[config.mk]
export PLATFORM = sky130hd
export DESIGN_NAME = bfl_loader
export DESIGN_NICKNAME = d
export VERILOG_FILES = /design/src/bfl_pkg.sv /design/src/bfl_loader.sv /design/src/bfl_sync.sv
export VERILOG_INCLUDE_DIRS = /design/src
export SDC_FILE = /design/constraint.sdc
export NUM_CORES = 1
export LEC_CHECK = 0
export BUFFER_PORTS_ARGS = -buffer_cell sky130_fd_sc_hd__buf_4
export CAP_MARGIN = 20
export CORE_UTILIZATION = 48
export CTS_BUF_LIST = sky130_fd_sc_hd__clkbuf_4
export CTS_CLUSTER_SIZE = 8
export DETAILED_ROUTE_END_ITERATION = 8
export PLACE_DENSITY = 0.68
export SLEW_MARGIN = 20
export SYNTH_ARGS = -nofsm -noshare
export SYNTH_HDL_FRONTEND = slang
export SYNTH_SLANG_ARGS = --single-unit
export TNS_END_PERCENT = 50
[constraint.sdc]
create_clock -name i_mclk -period 3.43 [get_ports i_mclk]
set_clock_uncertainty 0.2 [all_clocks]
set_input_delay 0.343 -clock i_mclk [delete_from_list [all_inputs] [get_ports i_mclk]]
set_output_delay 0.343 -clock i_mclk [all_outputs]
set_load 0.05 [all_outputs]
[src/bfl_defs.svh]
// Constants of the boot and flash image loader: flash map, command, address
// layout and timing counts.
// Assumes a core clock whose rate is given by BFL_CLK_MHZ.
`ifndef BFL_DEFS_SVH
`define BFL_DEFS_SVH

// ****************************************************************
// Flash map
// ****************************************************************
`define BFL_HDR_LOW_ADDR      24'h000000
`define BFL_HDR_HIGH_ADDR     24'h001000
`define BFL_HDR_BLOCK_BYTES   24'h001000
`define BFL_FLASH_BYTES       32'h00100000
`define BFL_READ_CMD          8'h03
`define BFL_XFER_BITS         7'h60
`define BFL_ERASED_WORD       32'hFFFFFFFF

// ****************************************************************
// Target address byte
// ****************************************************************
`define BFL_ADDR_FIXED        8'h4E
`define BFL_ADDR_STRAP_B_BIT  5
`define BFL_ADDR_STRAP_A_BIT  4
`define BFL_ADDR_RST          8'h00

// ****************************************************************
// Timing
// ****************************************************************
`define BFL_CLK_MHZ           40
`define BFL_TRIM_SETTLE_NS    2000
`define BFL_TRIM_SETTLE_CYC   ((`BFL_TRIM_SETTLE_NS * `BFL_CLK_MHZ + 999) / 1000)
`define BFL_PERSIST_NS        20000
`define BFL_PERSIST_CYC       ((`BFL_PERSIST_NS * `BFL_CLK_MHZ + 999) / 1000)
`define BFL_SPI_HALF_CYC      4

`endif

[src/bfl_pkg.sv]
// Types of the boot and flash image loader.
// Assumes bfl_defs.svh for all numeric constants.
package bfl_pkg;

  // ****************************************************************
  // Boot sequencer states
  // ****************************************************************
  typedef enum logic [3:0] {
    BFL_POR     = 4'h0,
    BFL_OTP     = 4'h1,
    BFL_REGRST  = 4'h3,
    BFL_TRIM    = 4'h2,
    BFL_SETTLE  = 4'h6,
    BFL_PERSIST = 4'h7,
    BFL_PERIPH  = 4'h5,
    BFL_I2C     = 4'h4,
    BFL_DBCHK   = 4'hC,
    BFL_DBPATH  = 4'hD,
    BFL_HDR     = 4'hF,
    BFL_APP     = 4'hE,
    BFL_RUN     = 4'hA,
    BFL_INVALID = 4'hB
  } bfl_state_t;

  // ****************************************************************
  // Block enables raised at the end of initialization
  // ****************************************************************
  typedef struct packed {
    logic therm;
    logic adc;
    logic crc;
    logic gpio;
    logic intc;
  } bfl_en_t;

  // ****************************************************************
  // Header words as read from flash
  // ****************************************************************
  typedef struct packed {
    logic [31:0] region_pointer;
    logic [31:0] app_code_offset;
  } bfl_hdr_t;

endpackage

[src/bfl_loader.sv]
// Boot sequencer and SPI flash image loader.
// Assumes asynchronous pins, a mode 0 SPI flash and an OTP fetch handshake.
//
// How it works
// - Rail monitor holds internal reset; leaving it pulses a boot interrupt.
// - OTP boot code is fetched first, before anything else proceeds.
// - Registers reset, trims load, trims settle, then clock, persistence and peripherals come up before the address is configured.
// - Target address comes from the two synchronized strap pins.
// - Address byte is 0,1,strap b,strap a,1,1,1 and the read/write bit.
// - Limited host interface is enabled once the address is set.
// - Dead battery means main supply invalid while VBUS valid.
// - In dead battery the path select pin is sampled, power path configured.
// - 48 MHz clock enabled; persistence counter waits for stable supplies.
// - Thermal blocks enabled first, then converter, CRC, GPIO, interrupts.
// - Low header at 0x000000, high header at 0x001000, 4 kB each.
// - Firmware address is region pointer plus application offset.
// - Two regions so a failed update leaves the old image bootable.
// - Low region tried first; any invalid data switches to high region.
// - Both regions invalid leads to invalid-memory handling.
// - Invalid memory presents the debug port on the SBU pins.
// - SPI mode 0: clock idles low, launch on fall; flash samples on rise, loader captures MISO at the fall.
// - Chip select active low; first bit driven as select goes low.
`timescale 1ns/10ps
`include "bfl_defs.svh"
module bfl_loader #(
  parameter logic [31:0] FLASH_BYTES = `BFL_FLASH_BYTES,
  parameter int unsigned SPI_HALF    = `BFL_SPI_HALF_CYC,
  parameter int unsigned SETTLE_CYC  = `BFL_TRIM_SETTLE_CYC,
  parameter int unsigned PERSIST_CYC = `BFL_PERSIST_CYC
) (
  // Clock and reset
  input  wire logic            i_mclk,
  input  wire logic            i_srst,
  // Supply and strap pins
  input  wire logic            i_internal_3v3_rail,
  input  wire logic            i_main_3v3_supply,
  input  wire logic            i_vbus_valid,
  input  wire logic            i_addr_strap_a,
  input  wire logic            i_addr_strap_b,
  input  wire logic            i_dead_battery_path_select,
  // OTP fetch
  input  wire logic            i_otp_done,
  output logic                 o_otp_fetch,
  // Boot control
  output logic                 o_core_reset,
  output logic                 o_boot_irq,
  output logic                 o_regs_rst,
  output logic                 o_trim_load,
  output logic                 o_clk48_en,
  output bfl_pkg::bfl_en_t     o_en,
  // Host interface
  output logic [7:0]           o_i2c_addr_byte,
  output logic                 o_host_lim_en,
  // Power path
  output logic                 o_dead_battery,
  output logic                 o_pp_cfg_en,
  output logic                 o_pp_sel,
  // SPI flash
  input  wire logic            i_spi_miso,
  output logic                 o_spi_clk,
  output logic                 o_spi_mosi,
  output logic                 o_flash_select_n,
  // Image result
  output logic                 o_app_valid,
  output logic                 o_app_high,
  output logic [23:0]          o_app_addr,
  output logic                 o_swd_on_sbu
);

  // ****************************************************************
  // Pin synchronizers
  // ****************************************************************
  logic [6:0] pins_s;
  logic       rail_s;
  logic       main_s;
  logic       vbus_s;
  logic       strap_a_s;
  logic       strap_b_s;
  logic       path_s;
  logic       miso_s;

  bfl_sync #(.W(7)) u_sync (
    .i_mclk (i_mclk),
    .i_srst (i_srst),
    .i_d    ({i_internal_3v3_rail, i_main_3v3_supply, i_vbus_valid, i_addr_strap_a,
              i_addr_strap_b, i_dead_battery_path_select, i_spi_miso}),
    .o_q    (pins_s)
  );

  assign {rail_s, main_s, vbus_s, strap_a_s, strap_b_s, path_s, miso_s} = pins_s;

  // ****************************************************************
  // Sequencer state
  // ****************************************************************
  bfl_pkg::bfl_state_t st_q, st_d;
  bfl_pkg::bfl_en_t    en_q, en_d;
  bfl_pkg::bfl_hdr_t   hdr;
  logic [15:0]         cnt_q, cnt_d;
  logic [1:0]          sup_q, sup_d;
  logic [7:0]          addr_q, addr_d;
  logic [23:0]         app_q, app_d;
  logic [32:0]         sum;
  logic                hdr_ok;
  logic                core_rst_q, core_rst_d;
  logic                irq_q, irq_d;
  logic                otp_q, otp_d;
  logic                rrst_q, rrst_d;
  logic                trim_q, trim_d;
  logic                clk48_q, clk48_d;
  logic                host_q, host_d;
  logic                db_q, db_d;
  logic                ppc_q, ppc_d;
  logic                pps_q, pps_d;
  logic                hi_q, hi_d;
  logic                ok_q, ok_d;
  logic                swd_q, swd_d;
  logic                spi_go;
  logic [23:0]         go_addr;
  logic                spi_done_q;
  logic [63:0]         rx_q;

  assign hdr    = rx_q;
  assign sum    = {1'b0, hdr.region_pointer} + {1'b0, hdr.app_code_offset};
  assign hdr_ok = (hdr.region_pointer != `BFL_ERASED_WORD)
                && (hdr.app_code_offset != `BFL_ERASED_WORD)
                && (sum < {1'b0, FLASH_BYTES});

  always_comb
  begin
    st_d       = st_q;
    en_d       = en_q;
    cnt_d      = cnt_q;
    sup_d      = {vbus_s, main_s};
    addr_d     = addr_q;
    app_d      = app_q;
    core_rst_d = core_rst_q;
    irq_d      = 1'b0;
    otp_d      = otp_q;
    rrst_d     = 1'b0;
    trim_d     = 1'b0;
    clk48_d    = clk48_q;
    host_d     = host_q;
    db_d       = db_q;
    ppc_d      = ppc_q;
    pps_d      = pps_q;
    hi_d       = hi_q;
    ok_d       = ok_q;
    swd_d      = swd_q;
    spi_go     = 1'b0;
    go_addr    = `BFL_HDR_LOW_ADDR;
    unique case (st_q)
      bfl_pkg::BFL_POR:
      begin
        core_rst_d = 1'b1;
        if (rail_s)
        begin
          core_rst_d = 1'b0;
          irq_d      = 1'b1;
          otp_d      = 1'b1;
          st_d       = bfl_pkg::BFL_OTP;
        end
      end
      bfl_pkg::BFL_OTP:
      begin
        if (i_otp_done)
        begin
          otp_d  = 1'b0;
          rrst_d = 1'b1;
          st_d   = bfl_pkg::BFL_REGRST;
        end
      end
      bfl_pkg::BFL_REGRST:
      begin
        trim_d = 1'b1;
        st_d   = bfl_pkg::BFL_TRIM;
      end
      bfl_pkg::BFL_TRIM:
      begin
        cnt_d = 16'h0000;
        st_d  = bfl_pkg::BFL_SETTLE;
      end
      bfl_pkg::BFL_SETTLE:
      begin
        cnt_d = cnt_q + 16'h0001;
        if (cnt_q == 16'(SETTLE_CYC - 1))
        begin
          cnt_d   = 16'h0000;
          clk48_d = 1'b1;
          st_d    = bfl_pkg::BFL_PERSIST;
        end
      end
      bfl_pkg::BFL_PERSIST:
      begin
        if ((sup_d != sup_q) || (sup_d == 2'h0))
          cnt_d = 16'h0000;
        else if (cnt_q == 16'(PERSIST_CYC - 1))
        begin
          cnt_d    = 16'h0000;
          en_d.therm = 1'b1;
          st_d     = bfl_pkg::BFL_PERIPH;
        end
        else
          cnt_d = cnt_q + 16'h0001;
      end
      bfl_pkg::BFL_PERIPH:
      begin
        en_d.adc  = 1'b1;
        en_d.crc  = 1'b1;
        en_d.gpio = 1'b1;
        en_d.intc = 1'b1;
        st_d      = bfl_pkg::BFL_I2C;
      end
      bfl_pkg::BFL_I2C:
      begin
        addr_d = `BFL_ADDR_FIXED;
        addr_d[`BFL_ADDR_STRAP_B_BIT] = strap_b_s;
        addr_d[`BFL_ADDR_STRAP_A_BIT] = strap_a_s;
        st_d   = bfl_pkg::BFL_DBCHK;
      end
      bfl_pkg::BFL_DBCHK:
      begin
        host_d = 1'b1;
        db_d   = !main_s && vbus_s;
        if (db_d)
          st_d = bfl_pkg::BFL_DBPATH;
        else
        begin
          spi_go = 1'b1;
          st_d   = bfl_pkg::BFL_HDR;
        end
      end
      bfl_pkg::BFL_DBPATH:
      begin
        pps_d  = path_s;
        ppc_d  = 1'b1;
        spi_go = 1'b1;
        st_d   = bfl_pkg::BFL_HDR;
      end
      bfl_pkg::BFL_HDR, bfl_pkg::BFL_APP:
      begin
        if (spi_done_q)
        begin
          if ((st_q == bfl_pkg::BFL_HDR) && hdr_ok)
          begin
            app_d   = sum[23:0];
            go_addr = sum[23:0];
            spi_go  = 1'b1;
            st_d    = bfl_pkg::BFL_APP;
          end
          else if ((st_q == bfl_pkg::BFL_APP) && (hdr.region_pointer != `BFL_ERASED_WORD))
          begin
            ok_d = 1'b1;
            st_d = bfl_pkg::BFL_RUN;
          end
          else if (!hi_q)
          begin
            hi_d    = 1'b1;
            go_addr = `BFL_HDR_HIGH_ADDR;
            spi_go  = 1'b1;
            st_d    = bfl_pkg::BFL_HDR;
          end
          else
          begin
            swd_d = 1'b1;
            st_d  = bfl_pkg::BFL_INVALID;
          end
        end
      end
      bfl_pkg::BFL_RUN, bfl_pkg::BFL_INVALID:
      begin
        st_d = st_q;
      end
      default:
      begin
        st_d = bfl_pkg::BFL_POR;
      end
    endcase
    if (!rail_s)
    begin
      st_d       = bfl_pkg::BFL_POR;
      core_rst_d = 1'b1;
      irq_d      = 1'b0;
      en_d       = '0;
      otp_d      = 1'b0;
      clk48_d    = 1'b0;
      host_d     = 1'b0;
      db_d       = 1'b0;
      ppc_d      = 1'b0;
      hi_d       = 1'b0;
      ok_d       = 1'b0;
      swd_d      = 1'b0;
      spi_go     = 1'b0;
    end
  end

  always_ff @(posedge i_mclk)
  begin
    if (i_srst)
    begin
      st_q       <= bfl_pkg::BFL_POR;
      en_q       <= '0;
      cnt_q      <= 16'h0000;
      sup_q      <= 2'h0;
      addr_q     <= `BFL_ADDR_RST;
      app_q      <= 24'h000000;
      core_rst_q <= 1'b1;
      irq_q      <= 1'b0;
      otp_q      <= 1'b0;
      rrst_q     <= 1'b0;
      trim_q     <= 1'b0;
      clk48_q    <= 1'b0;
      host_q     <= 1'b0;
      db_q       <= 1'b0;
      ppc_q      <= 1'b0;
      pps_q      <= 1'b0;
      hi_q       <= 1'b0;
      ok_q       <= 1'b0;
      swd_q      <= 1'b0;
    end
    else
    begin
      st_q       <= st_d;
      en_q       <= en_d;
      cnt_q      <= cnt_d;
      sup_q      <= sup_d;
      addr_q     <= addr_d;
      app_q      <= app_d;
      core_rst_q <= core_rst_d;
      irq_q      <= irq_d;
      otp_q      <= otp_d;
      rrst_q     <= rrst_d;
      trim_q     <= trim_d;
      clk48_q    <= clk48_d;
      host_q     <= host_d;
      db_q       <= db_d;
      ppc_q      <= ppc_d;
      pps_q      <= pps_d;
      hi_q       <= hi_d;
      ok_q       <= ok_d;
      swd_q      <= swd_d;
    end
  end

  // ****************************************************************
  // SPI read engine
  // ****************************************************************
  logic        csn_q, csn_d;
  logic        sclk_q, sclk_d;
  logic        mosi_q, mosi_d;
  logic        spi_done_d;
  logic [7:0]  div_q, div_d;
  logic [6:0]  bit_q, bit_d;
  logic [31:0] tx_q, tx_d;
  logic [63:0] rx_d;

  always_comb
  begin
    csn_d      = csn_q;
    sclk_d     = sclk_q;
    mosi_d     = mosi_q;
    div_d      = div_q;
    bit_d      = bit_q;
    tx_d       = tx_q;
    rx_d       = rx_q;
    spi_done_d = 1'b0;
    if (spi_go)
    begin
      csn_d  = 1'b0;
      sclk_d = 1'b0;
      div_d  = 8'h00;
      bit_d  = 7'h00;
      mosi_d = 1'(`BFL_READ_CMD >> 7);
      tx_d   = {`BFL_READ_CMD, go_addr} << 1;
    end
    else if (!csn_q)
    begin
      if (div_q == 8'(SPI_HALF - 1))
      begin
        div_d = 8'h00;
        if (!sclk_q)
          sclk_d = 1'b1;
        else
        begin
          sclk_d = 1'b0;
          rx_d   = {rx_q[62:0], miso_s};
          if (bit_q == `BFL_XFER_BITS - 7'h01)
          begin
            csn_d      = 1'b1;
            mosi_d     = 1'b0;
            spi_done_d = 1'b1;
          end
          else
          begin
            bit_d  = bit_q + 7'h01;
            mosi_d = tx_q[31];
            tx_d   = {tx_q[30:0], 1'b0};
          end
        end
      end
      else
        div_d = div_q + 8'h01;
    end
  end

  always_ff @(posedge i_mclk)
  begin
    if (i_srst)
    begin
      csn_q      <= 1'b1;
      sclk_q     <= 1'b0;
      mosi_q     <= 1'b0;
      div_q      <= 8'h00;
      bit_q      <= 7'h00;
      tx_q       <= 32'h00000000;
      rx_q       <= 64'h0000000000000000;
      spi_done_q <= 1'b0;
    end
    else
    begin
      csn_q      <= csn_d;
      sclk_q     <= sclk_d;
      mosi_q     <= mosi_d;
      div_q      <= div_d;
      bit_q      <= bit_d;
      tx_q       <= tx_d;
      rx_q       <= rx_d;
      spi_done_q <= spi_done_d;
    end
  end

  // ****************************************************************
  // Outputs
  // ****************************************************************
  assign o_otp_fetch      = otp_q;
  assign o_core_reset     = core_rst_q;
  assign o_boot_irq       = irq_q;
  assign o_regs_rst       = rrst_q;
  assign o_trim_load      = trim_q;
  assign o_clk48_en       = clk48_q;
  assign o_en             = en_q;
  assign o_i2c_addr_byte  = addr_q;
  assign o_host_lim_en    = host_q;
  assign o_dead_battery   = db_q;
  assign o_pp_cfg_en      = ppc_q;
  assign o_pp_sel         = pps_q;
  assign o_spi_clk        = sclk_q;
  assign o_spi_mosi       = mosi_q;
  assign o_flash_select_n = csn_q;
  assign o_app_valid      = ok_q;
  assign o_app_high       = hi_q;
  assign o_app_addr       = app_q;
  assign o_swd_on_sbu     = swd_q;
endmodule

[src/bfl_sync.sv]
// Two-stage synchronizer for a group of asynchronous levels.
// Assumes the inputs come from pins outside the i_mclk domain.
`timescale 1ns/10ps
module bfl_sync #(
  parameter int W = 1
) (
  // Clock and reset
  input  wire logic         i_mclk,
  input  wire logic         i_srst,
  // Levels
  input  wire logic [W-1:0] i_d,
  output logic      [W-1:0] o_q
);

  logic [W-1:0] meta_q;
  logic [W-1:0] meta_d;
  logic [W-1:0] sync_q;

  always_comb
  begin
    meta_d = i_d;
  end

  always_ff @(posedge i_mclk)
  begin
    if (i_srst)
    begin
      meta_q <= '0;
      sync_q <= '0;
    end
    else
    begin
      meta_q <= meta_d;
      sync_q <= meta_q;
    end
  end

  assign o_q = sync_q;

endmodule
==> out/qor.yml, run 1 <==
pwr:
  ir_worst_vdd_v: 0.0003277
  pwr_density_cell_nw_per_um2: 282.9
  p_leak_nw: 5.076
  p_total_mw: 3.604
route:
  vias: 9821
  viasPerCell: 5.670
  drt-initial-drc-count: 790
  drc: 0
  final_antenna_net_count: 0
  finalWirelength_um: 28010
  routedWlPerCell_um: 16.17
  first_pass_iters: 6
die:
  num_io_pins: 63
  fp-row-count: 51
  die_w_um: 143.8
  start_util_pct: 49.27
  fp.dieH_um: 143.8
  core_sq_um: 19590
  die_area_sq_um: 20680
synth:
  synth-edff-count: 0
  ys_ff_latch: 192
  ys_seq_area_share_pct: 39.82
  synth_flop_cell: "dfxtp_1"
  synth_cell_types: 68
  async_flop_share_pct: 0
  syn_area_sq_um: 9652
  post-synth-top-area-cell: "dfxtp_1"
  ys_warn_count: 0
  syn_avg_cell_area_sq_um: 7.892
  synthTopCellsByArea: "dfxtp_1, a21oi_1, nand2_1"
  synth.most_common_cell: "dfxtp_1"
  synth_common_cells: "dfxtp_1, a21oi_1, nand2_1"
  synthCells: 1223
  synth_top_area_share_pct: 39.82
critical_path:
  cp.arrival_ps: 4270
  reg2reg_to: "hdr[46]"
  ff2ff_path_depth: 17
  path_cells: "ha_4 -> fa_2 -> a211oi_2 -> buf_4 -> o21ai_4 -> a21oi_2 -> o211ai_1 -> xor2_1 -> or4b_4 -> nor3_4 -> nand4_1 -> buf_4 -> a21oi_4 -> buf_12 -> clkbuf_16 -> o21ai_1 -> a21oi_1"
  crit_required_ps: 3740
  cp-endpoint: "hdr[46]"
  critical-path-max-stage-delay_ps: 510
  crit-reg2reg-launch: "hdr[32]"
  cp_common_cell: "buf_4"
  r2r_slack_ps: -520
  worst_path_max_delay_cell: "or4b_4"
  critPathLaunch: "hdr[32]"
  crit_type: "reg2reg"
  worstSetupEndpointType: "register"
  start_kind: "register"
  crit_fanout: 10
placed_design:
  dp_hpwl_um: 18580
  io_buffers: 60
  gp_congestion: 0.9129
finish:
  nets: 1499
  multi_input_area_sq_um: 5619
  syn_to_final_growth_pct: 32.02
  nFillCells: 1657
  area.sequential_sq_um: 3849
  drive_above_1_share_pct: 26.94
  post-route-util_pct: 65.04
clocking:
  htreeDepth: 4
  clkTransAtPathRegs_ps: 180
  cts_tree: "done"
  clk_latency_ps: 590
  cts_buffers: 17
  clkSinkCount: 192
  clockRootBuffer: "clkbuf_4"
  cts_buffer_depth: 2
sta:
  fin_crit_ps: 3954
  hold_viol_final: 0
  whs_ps: 239.0
  finalSetupViolCount: 142
  worst_slack_ps: -524.4
  slew_headroom_pct: 50.48
  rsz0062_at_grt: "yes"
  slew_viol_final: 0
  max_freq_ghz: 0.2529
  tightest_slew_ps: 742.8
  fin_crit_sh_pct: 115.3
status:
  status: "finished, violations left"
  violations: "setup timing"
grt:
  grt_max_degree: 68
  antenna_found_initial: 1
  first_global_vias: 9140
  grt_first_pass_wirelength_um: 43590
  globalRoute.totalOverflow: 0
  grt.total_usage_pct: 26.64
min_path:
  min_path_type: "reg2reg"
flow_run:
  drv_cap: 0
## state kept, by name, summed over array words and instances, names as in the netlist, 2 cells and up
| register | cells |
|---|---|
| bit_q | 7 |
| div_q | 8 |
| u_sync.meta_q | 7 |
| sup_q | 2 |
| u_sync.o_q | 7 |
| o_i2c_addr_byte | 3 |
| o_en | 2 |
| cnt_q | 16 |
| o_app_addr | 24 |
| hdr | 64 |
| tx_q | 31 |
| st_q | 4 |
## logic make-up (layout without fill, tap and decap cells)
family,count (synthesis),in the layout,share of synthesized area [%]
flip-flops,192,192,39.82
buffers and inverters,96,338,4.693
XOR/XNOR,50,50,4.537
other,1,3,0.03885
AND/OR/NAND/NOR,494,494,24.63
adder cells (fa/ha/maj),36,36,4.745
multiplexers,7,7,0.7260
AO/OA/AOI/OAI,347,347,20.81
## where the power goes
group	leakage [nW]	total, mW	switching (mW)	internal (mW)
sequential	1.55	2.25	0.00546	2.24
clock	0.160	1.26	0.913	0.352
combinational	3.37	0.0925	0.0592	0.0333
## metrics by stage
step	instances	setup WS, ps	setup TNS [ps]	instance area [sq um]
final	1732	-524.4	-60590	12740
after global routing	1732	-697.0	-82850	12740
after CTS	1721	-387.9	-40530	12430
after detailed placement	1660	-521.9	-57660	11660
after global placement	1660	-499.6	-55440	11660
after floorplan	1224	-213.6	-23180	9756
## metal layers
metal	vias to the layer above	global-route usage [%]	share of wire (%)
li1	4823	-	-
met1	4644	32.75	44
met2	282	45.55	48
met3	72	5.398	4.9
met4	0	10.30	3.4
met5	-	0	0
## critical path: cells and delay by family, from the launching register on
kind                       cells  cell delay (ps)
buffers and inverters          4              690
AOI/OAI and AO/OA              7             1050
DFF                            1              390
adders and majority gates      2              530
xor gates and xnor gates       1              190
and+or+nand+nor                3              840
## timing repair
action	4_1_cts	5_1_grt
hold endpoints to repair	28	0
gates cloned	5	5
pin swaps	23	49
hold buffers	9	0
resized for setup	31	87
setup endpoints to repair	142	142
buffers inserted	16	6
## area by class of cell
cell class	instances	area share [%]
Sequential cell	192	30.20
Inverter	5	0.1473
Antenna cell	1	0.01964
Multi-Input combinational cell	936	44.10
Clock buffer	18	1.060
Timing Repair Buffer	301	20.61
Tap cell	265	2.602
Clock inverter	14	1.257
## worst min-delay path by stage
stage | slack, ps | start | endpoint | cells past startpoint
6_report | 240 | u_sync.meta_q[0] | u_sync.o_q[0] | 1
2_1_floorplan | 210 | u_sync.meta_q[0] | u_sync.o_q[0] | 1
3_5_place_dp | 220 | u_sync.meta_q[1] | u_sync.o_q[1] | 1
4_1_cts | 240 | u_sync.meta_q[0] | u_sync.o_q[0] | 1
3_3_place_gp | 220 | u_sync.meta_q[3] | u_sync.o_q[3] | 1
5_1_grt | 250 | i_addr_strap_a | u_sync.meta_q[3] | 3
## cells in the final DEF (no fill, tap or decap), types with 9 or more instances in the layout
master,instances
buf_4,265
dfxtp_1,190
nand2_1,163
a21oi_1,159
nor2_1,87
nand3_1,78
o21ai_1,56
nand4_1,44
o21ai_0,39
ha_1,31
xnor2_1,28
nor2b_1,25
xor2_1,22
clkbuf_4,18
a21oi_2,13
a211oi_1,11
nor3_1,11
buf_12,10
nor4_1,9
nand3_2,9
dlygate4sd3_1,9
Power figures use the tool's default switching activity.
==> run 2: changes to the inputs <==
==> constraint.sdc (replaced) <==
create_clock -name i_mclk -period 3.43 [get_ports i_mclk]
set_clock_uncertainty 0.2 [all_clocks]
set_input_delay 0.1715 -clock i_mclk [delete_from_list [all_inputs] [get_ports i_mclk]]
set_output_delay 0.1715 -clock i_mclk [all_outputs]
set_load 0.05 [all_outputs]
==> run 2 against run 1 <==
Against the previous run: the flow finishes with violations (DRC, setup timing); die area is the same; via count shrank 0.56%; utilization rose by 0.44 points; register-to-register slack improved by 40 ps; count of clock-buffer cells in the layout did not move; sequential power is essentially flat; global-route usage grew 0.51 points; sequential cell count unchanged; wire length down 0.27%; non-clock buffer count rose by 3; critical path type unchanged; largest cell class unchanged; highest routed layer unchanged.
==> out/qor.yml, run 2 (synthesized netlist as in run 1, its figures left out) <==
critical_path:
  start_kind: "register"
  critical-path-max-stage-delay_ps: 500  # about the same
  cp.arrival_ps: 4240  # -30 ps
  worstSetupEndpointType: "register"
  crit_family: "compound AO/OA/AOI/OAI gates"
  cp_common_cell: "buf_4"
  crit_buf_inv: 3  # -1
  crit_required_ps: 3750  # about the same
  path_cells: "ha_4 -> fa_2 -> a211oi_2 -> buf_4 -> o21ai_4 -> a21oi_2 -> o211ai_1 -> xor2_1 -> or4b_1 -> nor3_2 -> nand4_1 -> buf_4 -> a21o_4 -> buf_4 -> and3_4 -> o21ba_2"
  crit_fanout: 9  # -1
  crit_type: "reg2reg"
  worst_path_max_delay_cell: "or4b_1"
sta:
  max_freq_ghz: 0.2554  # +1.0%
  fin_crit_ps: 3915  # -39.24 ps
  tightest_slew_ps: 686.1  # -56.68 ps
  tns_ps: -52930  # +7658 ps
  rsz0062_at_grt: "yes"
  fin_crit_sh_pct: 114.1  # -1.1 points
  finalSetupViolCount: 142  # unchanged
  hold_viol_final: 0  # unchanged
  worst_slack_ps: -485.2  # +39.24 ps
  whs_ps: 106.3  # -132.6 ps
  slew_headroom_pct: 54.26  # +3.8 points
  slew_viol_final: 0  # unchanged
pwr:
  ir_worst_vdd_v: 0.0001971  # -40%
  p_leak_nw: 5.096  # +0.40%
  pwr_density_cell_nw_per_um2: 282.5  # -0.12%
grt:
  first_global_vias: 9068  # -0.79%
  antenna_found_initial: 0  # -1
  globalRoute.totalOverflow: 0  # unchanged
  grt.total_usage_pct: 27.15  # +0.51 points
  grt_max_degree: 68  # unchanged
  grt_first_pass_wirelength_um: 44280  # +1.6%
route:
  drc: 1  # +1
  routedWlPerCell_um: 16.11  # -0.39%
  finalWirelength_um: 27930  # -0.27%
  viasPerCell: 5.632  # -0.67%
  final_antenna_net_count: 0  # unchanged
  vias: 9766  # -0.56%
  first_pass_iters: 9  # +3
  drt-initial-drc-count: 872  # +10%
die:
  die_w_um: 143.8  # unchanged
  fp.dieH_um: 143.8  # unchanged
  num_io_pins: 63  # unchanged
  die_area_sq_um: 20680  # unchanged
  core_sq_um: 19590  # unchanged
  start_util_pct: 49.27  # unchanged
  fp-row-count: 51  # unchanged
flow_run:
  drv_cap: 0  # unchanged
placed_design:
  io_buffers: 60  # unchanged
  gp_congestion: 0.9121  # about the same
  dp_hpwl_um: 18620  # +0.17%
  place_inst: 1658  # -0.12%
  dp_slack_ps: -544.2  # -22.21 ps
clocking:
  htreeDepth: 4  # unchanged
  clockRootBuffer: "clkbuf_4"
  clkTransAtPathRegs_ps: 170  # about the same
  cts_buffer_depth: 2  # unchanged
  clk_latency_ps: 620  # +30 ps
  cts_tree: "done"
  clkSinkCount: 192  # unchanged
  cts_buffers: 17  # unchanged
status:
  status: "finished, violations left"
  violations: "DRC, setup timing"
finish:
  nFillCells: 1661  # +0.24%
  final_cells: 1734  # +0.12%
  largest_reg_flops: 64  # unchanged
  layout_common_cells: "buf_4, dfxtp_1, nand2_1, a21oi_1, nand3_1"
  nets: 1502  # +0.20%
  diodes: 0  # -1
  final_common_cell: "buf_4"
  syn_to_final_growth_pct: 32.91
  drive_above_1_share_pct: 27.91  # +0.97 points
min_path:
  min_path_type: "in2reg"
-- run 2: cell count changes in the layout (fill, tap and decap cells not counted), moves of 4 or more --
cell,previous run,this run
a21oi_1,159,153
a21oi_2,13,20
dlygate4sd3_1,9,14
nand2_1,163,159
nand2_2,7,11
nand3_1,78,85
nand3_2,9,2
nor2_1,87,79
nor2_4,0,7
o21ai_0,39,80
o21ai_1,56,10
o21ai_2,1,6
-- run 2: area by class of cell --
type | count | area [sq um] | area share, %
clock inverters | 14 | 171.4 | 1.336
flip-flops and latches | 192 | 3849 | 30.00
inverters | 5 | 18.77 | 0.1463
well taps | 265 | 331.6 | 2.585
multi-input cells | 936 | 5704 | 44.46
repair buffers | 304 | 2619 | 20.41
clock buffers | 18 | 135.1 | 1.053
-- run 2: what timing repair did --
item	4_1_cts	5_1_grt
buffers inserted	16	6
gates resized for setup	50	50
hold buffers	14	0
endpoints found under the setup margin	142	142
endpoints found under the hold margin	47	0
gates cloned	4	5
pin swaps	66	54
-- run 2: routing by layer --
layer  global-route usage (%)  wire (um)  up-vias
met3                    3.899       1321       51
met1                    33.83      12230     4628
li1                         -          -     4829
met2                    47.52      13660      258
met4                    9.630        715        0
met5                        0          0        -
-- run 2: where the power goes --
group / switching (mW) / total [mW] / internal [mW]
Clock: 0.925 / 1.27 / 0.347
Combinational: 0.0648 / 0.106 / 0.0409
Sequential: 0.00524 / 2.25 / 2.24
-- run 2: through the flow --
step | instance area (sq um) | util, % | power, mW
4_1_cts | 12540 | 64.00 | 3.645
2_1_floorplan | 9756 | - | 2.350
6_report | 12830 | 65.49 | 3.624
3_3_place_gp | 11660 | 59.53 | 2.371
5_1_grt | 12830 | 65.49 | 3.747
3_5_place_dp | 11660 | 59.53 | 2.371
-- run 2: tightest hold or removal path, cell delays in order --
cell           delay (ps)
dlygate4sd3_1         520
buf_4                  90
nor2b_1               100
-- run 2: final timing paths --
path	end	slack [ps]	startpoint	cells after the start
worst max-delay path	hdr[62]	-490	hdr[32]	16
worst min-delay path	u_sync.meta_q[1]	110	i_dead_battery_path_select	3
worst max register to register	hdr[62]	-490	hdr[32]	16
worst min register to register	u_sync.o_q[4]	230	u_sync.meta_q[4]	1
==> run 3: changes to the inputs <==
Settings changed: CTS_BUF_LIST sky130_fd_sc_hd__clkbuf_4 to sky130_fd_sc_hd__clkbuf_16, PLACE_DENSITY 0.68 to 0.69.
==> run 3 against run 2 <==
Against the previous run: the run ends with setup timing left; global-route usage up 0.40 points; first-iteration DRC count down 24%; register-to-register slack about the same; critical path depth up 2; sequential cell count unchanged; combinational power down 13%; largest cell class unchanged; worst setup slack about the same; total power up 20%; critical path type unchanged.
==> out/qor.yml, run 3 (synthesized netlist as in run 1, its figures left out) <==
status:
  status: "finished, violations left"
  violations: "setup timing"
sta:
  tightest_slew_ps: 807.4  # +121.2 ps
  worst_slack_ps: -485.1  # +0.05400 ps
  fin_crit_sh_pct: 114.1  # about the same
  slew_headroom_pct: 46.18  # -8.1 points
  rsz0062_at_grt: "yes"
  finalSetupViolCount: 142  # unchanged
  slew_viol_final: 0  # unchanged
  max_freq_ghz: 0.2554  # about the same
  fin_crit_ps: 3915  # -0.05400 ps
  hold_viol_final: 0  # unchanged
  whs_ps: 240.3  # +134.0 ps
route:
  drc: 0  # -1
  vias: 9672  # -0.96%
  finalWirelength_um: 27580  # -1.3%
  viasPerCell: 5.666  # +0.60%
  first_pass_iters: 5  # -4
  routedWlPerCell_um: 16.16  # +0.31%
  final_antenna_net_count: 0  # unchanged
  drt-initial-drc-count: 660  # -24%
pwr:
  pwr_density_cell_nw_per_um2: 341.5  # +21%
  seqPwrFrac_pct: 51.6  # -10 points
  power.share.combinational_pct: 2.1  # -0.8 points
  p_int_mw: 3.248  # +24%
  ir_worst_vdd_v: 0.0002985  # +51%
  clkPwrFrac_pct: 46.3  # +11 points
  switchingPower_mw: 1.095  # +10%
  sw_frac_of_total_pct: 25.21  # -2.2 points
  p_leak_nw: 5.046  # -0.99%
critical_path:
  reg2reg_to: "hdr[2]"
  ff2ff_path_depth: 18  # +2
  crit-reg2reg-launch: "hdr[0]"
  cp-endpoint: "hdr[2]"
  cp.arrival_ps: 4080  # -160 ps
  r2r_slack_ps: -490  # about the same
  worstSetupEndpointType: "register"
  crit_type: "reg2reg"
  critPathLaunch: "hdr[0]"
  crit_required_ps: 3600  # -150 ps
  crit_fanout: 8  # -1
  start_kind: "register"
placed_design:
  place_inst: 1648  # -0.60%
  gp_congestion: 0.9312  # +2.1%
  dp_hpwl_um: 18670  # +0.29%
  io_buffers: 60  # unchanged
  place_area_sq_um: 11600  # -0.54%
  dp_slack_ps: -441.6  # +102.5 ps
finish:
  nets: 1475  # -1.8%
  final_cells: 1707  # -1.6%
  layout_common_cells: "buf_4, dfxtp_1, nand2_1, a21oi_1, nor2_1"
  design_area_sq_um: 12720  # -0.88%
  drive_above_1_share_pct: 24.69  # -3.2 points
  final_common_cell: "buf_4"
  syn_to_final_growth_pct: 31.75
  diodes: 0  # unchanged
  largest_reg_flops: 64  # unchanged
clocking:
  cts_tree: "done"
  clk_latency_ps: 450  # -170 ps
  clkTransAtPathRegs_ps: 80  # -90 ps
  clockRootBuffer: "clkbuf_16"
  cts_buffer_depth: 2  # unchanged
  htreeDepth: 4  # unchanged
  clkSinkCount: 192  # unchanged
  cts_buffers: 17  # unchanged
die:
  fp-row-count: 51  # unchanged
  core_sq_um: 19590  # unchanged
  start_util_pct: 49.27  # unchanged
  fp.dieH_um: 143.8  # unchanged
  die_area_sq_um: 20680  # unchanged
  num_io_pins: 63  # unchanged
  die_w_um: 143.8  # unchanged
grt:
  grt_first_pass_wirelength_um: 45040  # +1.7%
  grt.total_usage_pct: 27.55  # +0.40 points
  first_global_vias: 9202  # +1.5%
  grt_max_degree: 67  # -1.5%
  antenna_found_initial: 0  # unchanged
  globalRoute.totalOverflow: 0  # unchanged
flow_run:
  drv_cap: 0  # unchanged
min_path:
  min_path_type: "reg2reg"
run 3: changes by cell type in the layout (fill, tap and decap cells not counted), sizes merged:
cell         delta
clkbuf          -5
and2            +1
dlygate4sd3     -1
clkinvlp        -1
buf            -23
inv             +2
run 3: metal layers:
metal	global-route usage (%)	vias up	routed length, um
met1	34.89	4619	12260
met2	47.19	243	13530
li1	-	4757	-
met5	0	-	0
met3	3.899	53	1099
met4	10.58	0	697
run 3: how the worst min path moves through the flow:
stage / start / end / cells after the start
finish: u_sync.meta_q[0] / u_sync.o_q[0] / 1
global placement: i_dead_battery_path_select / u_sync.meta_q[1] / 2
detailed placement: i_spi_miso / u_sync.meta_q[0] / 2
CTS: u_sync.meta_q[0] / u_sync.o_q[0] / 1
floorplan: i_spi_miso / u_sync.meta_q[0] / 1
global route: u_sync.meta_q[0] / u_sync.o_q[0] / 1
run 3: power groups by stage:
| stage | clock, mW | combinational [mW] | sequential [mW] |
|---|---|---|---|
| floorplan | 0 | 0.0548 | 2.30 |
| global placement | 0 | 0.0770 | 2.29 |
| detailed placement | 0 | 0.0783 | 2.29 |
| CTS | 2.02 | 0.0908 | 2.24 |
| global route | 2.11 | 0.0995 | 2.24 |
| finish | 2.01 | 0.0927 | 2.24 |
run 3: final cells by class:
cell class                      count  area (sq um)
Clock buffer                       17         425.4
Clock inverter                     15         171.4
Fill cell                        1698          6874
Inverter                            5         18.77
Multi-Input combinational cell    937          5603
Sequential cell                   192          3846
Tap cell                          265         331.6
Timing Repair Buffer              276          2320
run 3: repair_timing:
item | CTS | global route
pin swaps | 79 | 18
resized for setup | 74 | 23
gates cloned | 3 | 1
hold endpoints to repair | 29 | 0
setup buffers | 10 | 2
endpoints found under the setup margin | 142 | 142
hold buffers | 13 | 0
run 3: metrics by stage:
step	TNS, ps	power [mW]	util, %
3_5_place_dp	-50920	2.372	59.21
2_1_floorplan	-23180	2.350	-
4_1_cts	-39440	4.356	64.51
5_1_grt	-77070	4.452	64.91
6_report	-49750	4.343	64.91
3_3_place_gp	-43610	2.371	59.21
run 3: critical path, stage by stage, from the launching register on:
cell and delay, ps:
dfxtp_2 340, ha_4 160, fa_2 340, a211oi_2 260, buf_4 170, o21ai_4 60, a21oi_4 140, o211ai_1 160
xor2_1 160, or4b_1 550, nor3_2 160, nand4_1 160, buf_4 180, a21oi_4 160, buf_12 140, buf_12 120
buf_16 130, o21ai_1 60, a21oi_1 180
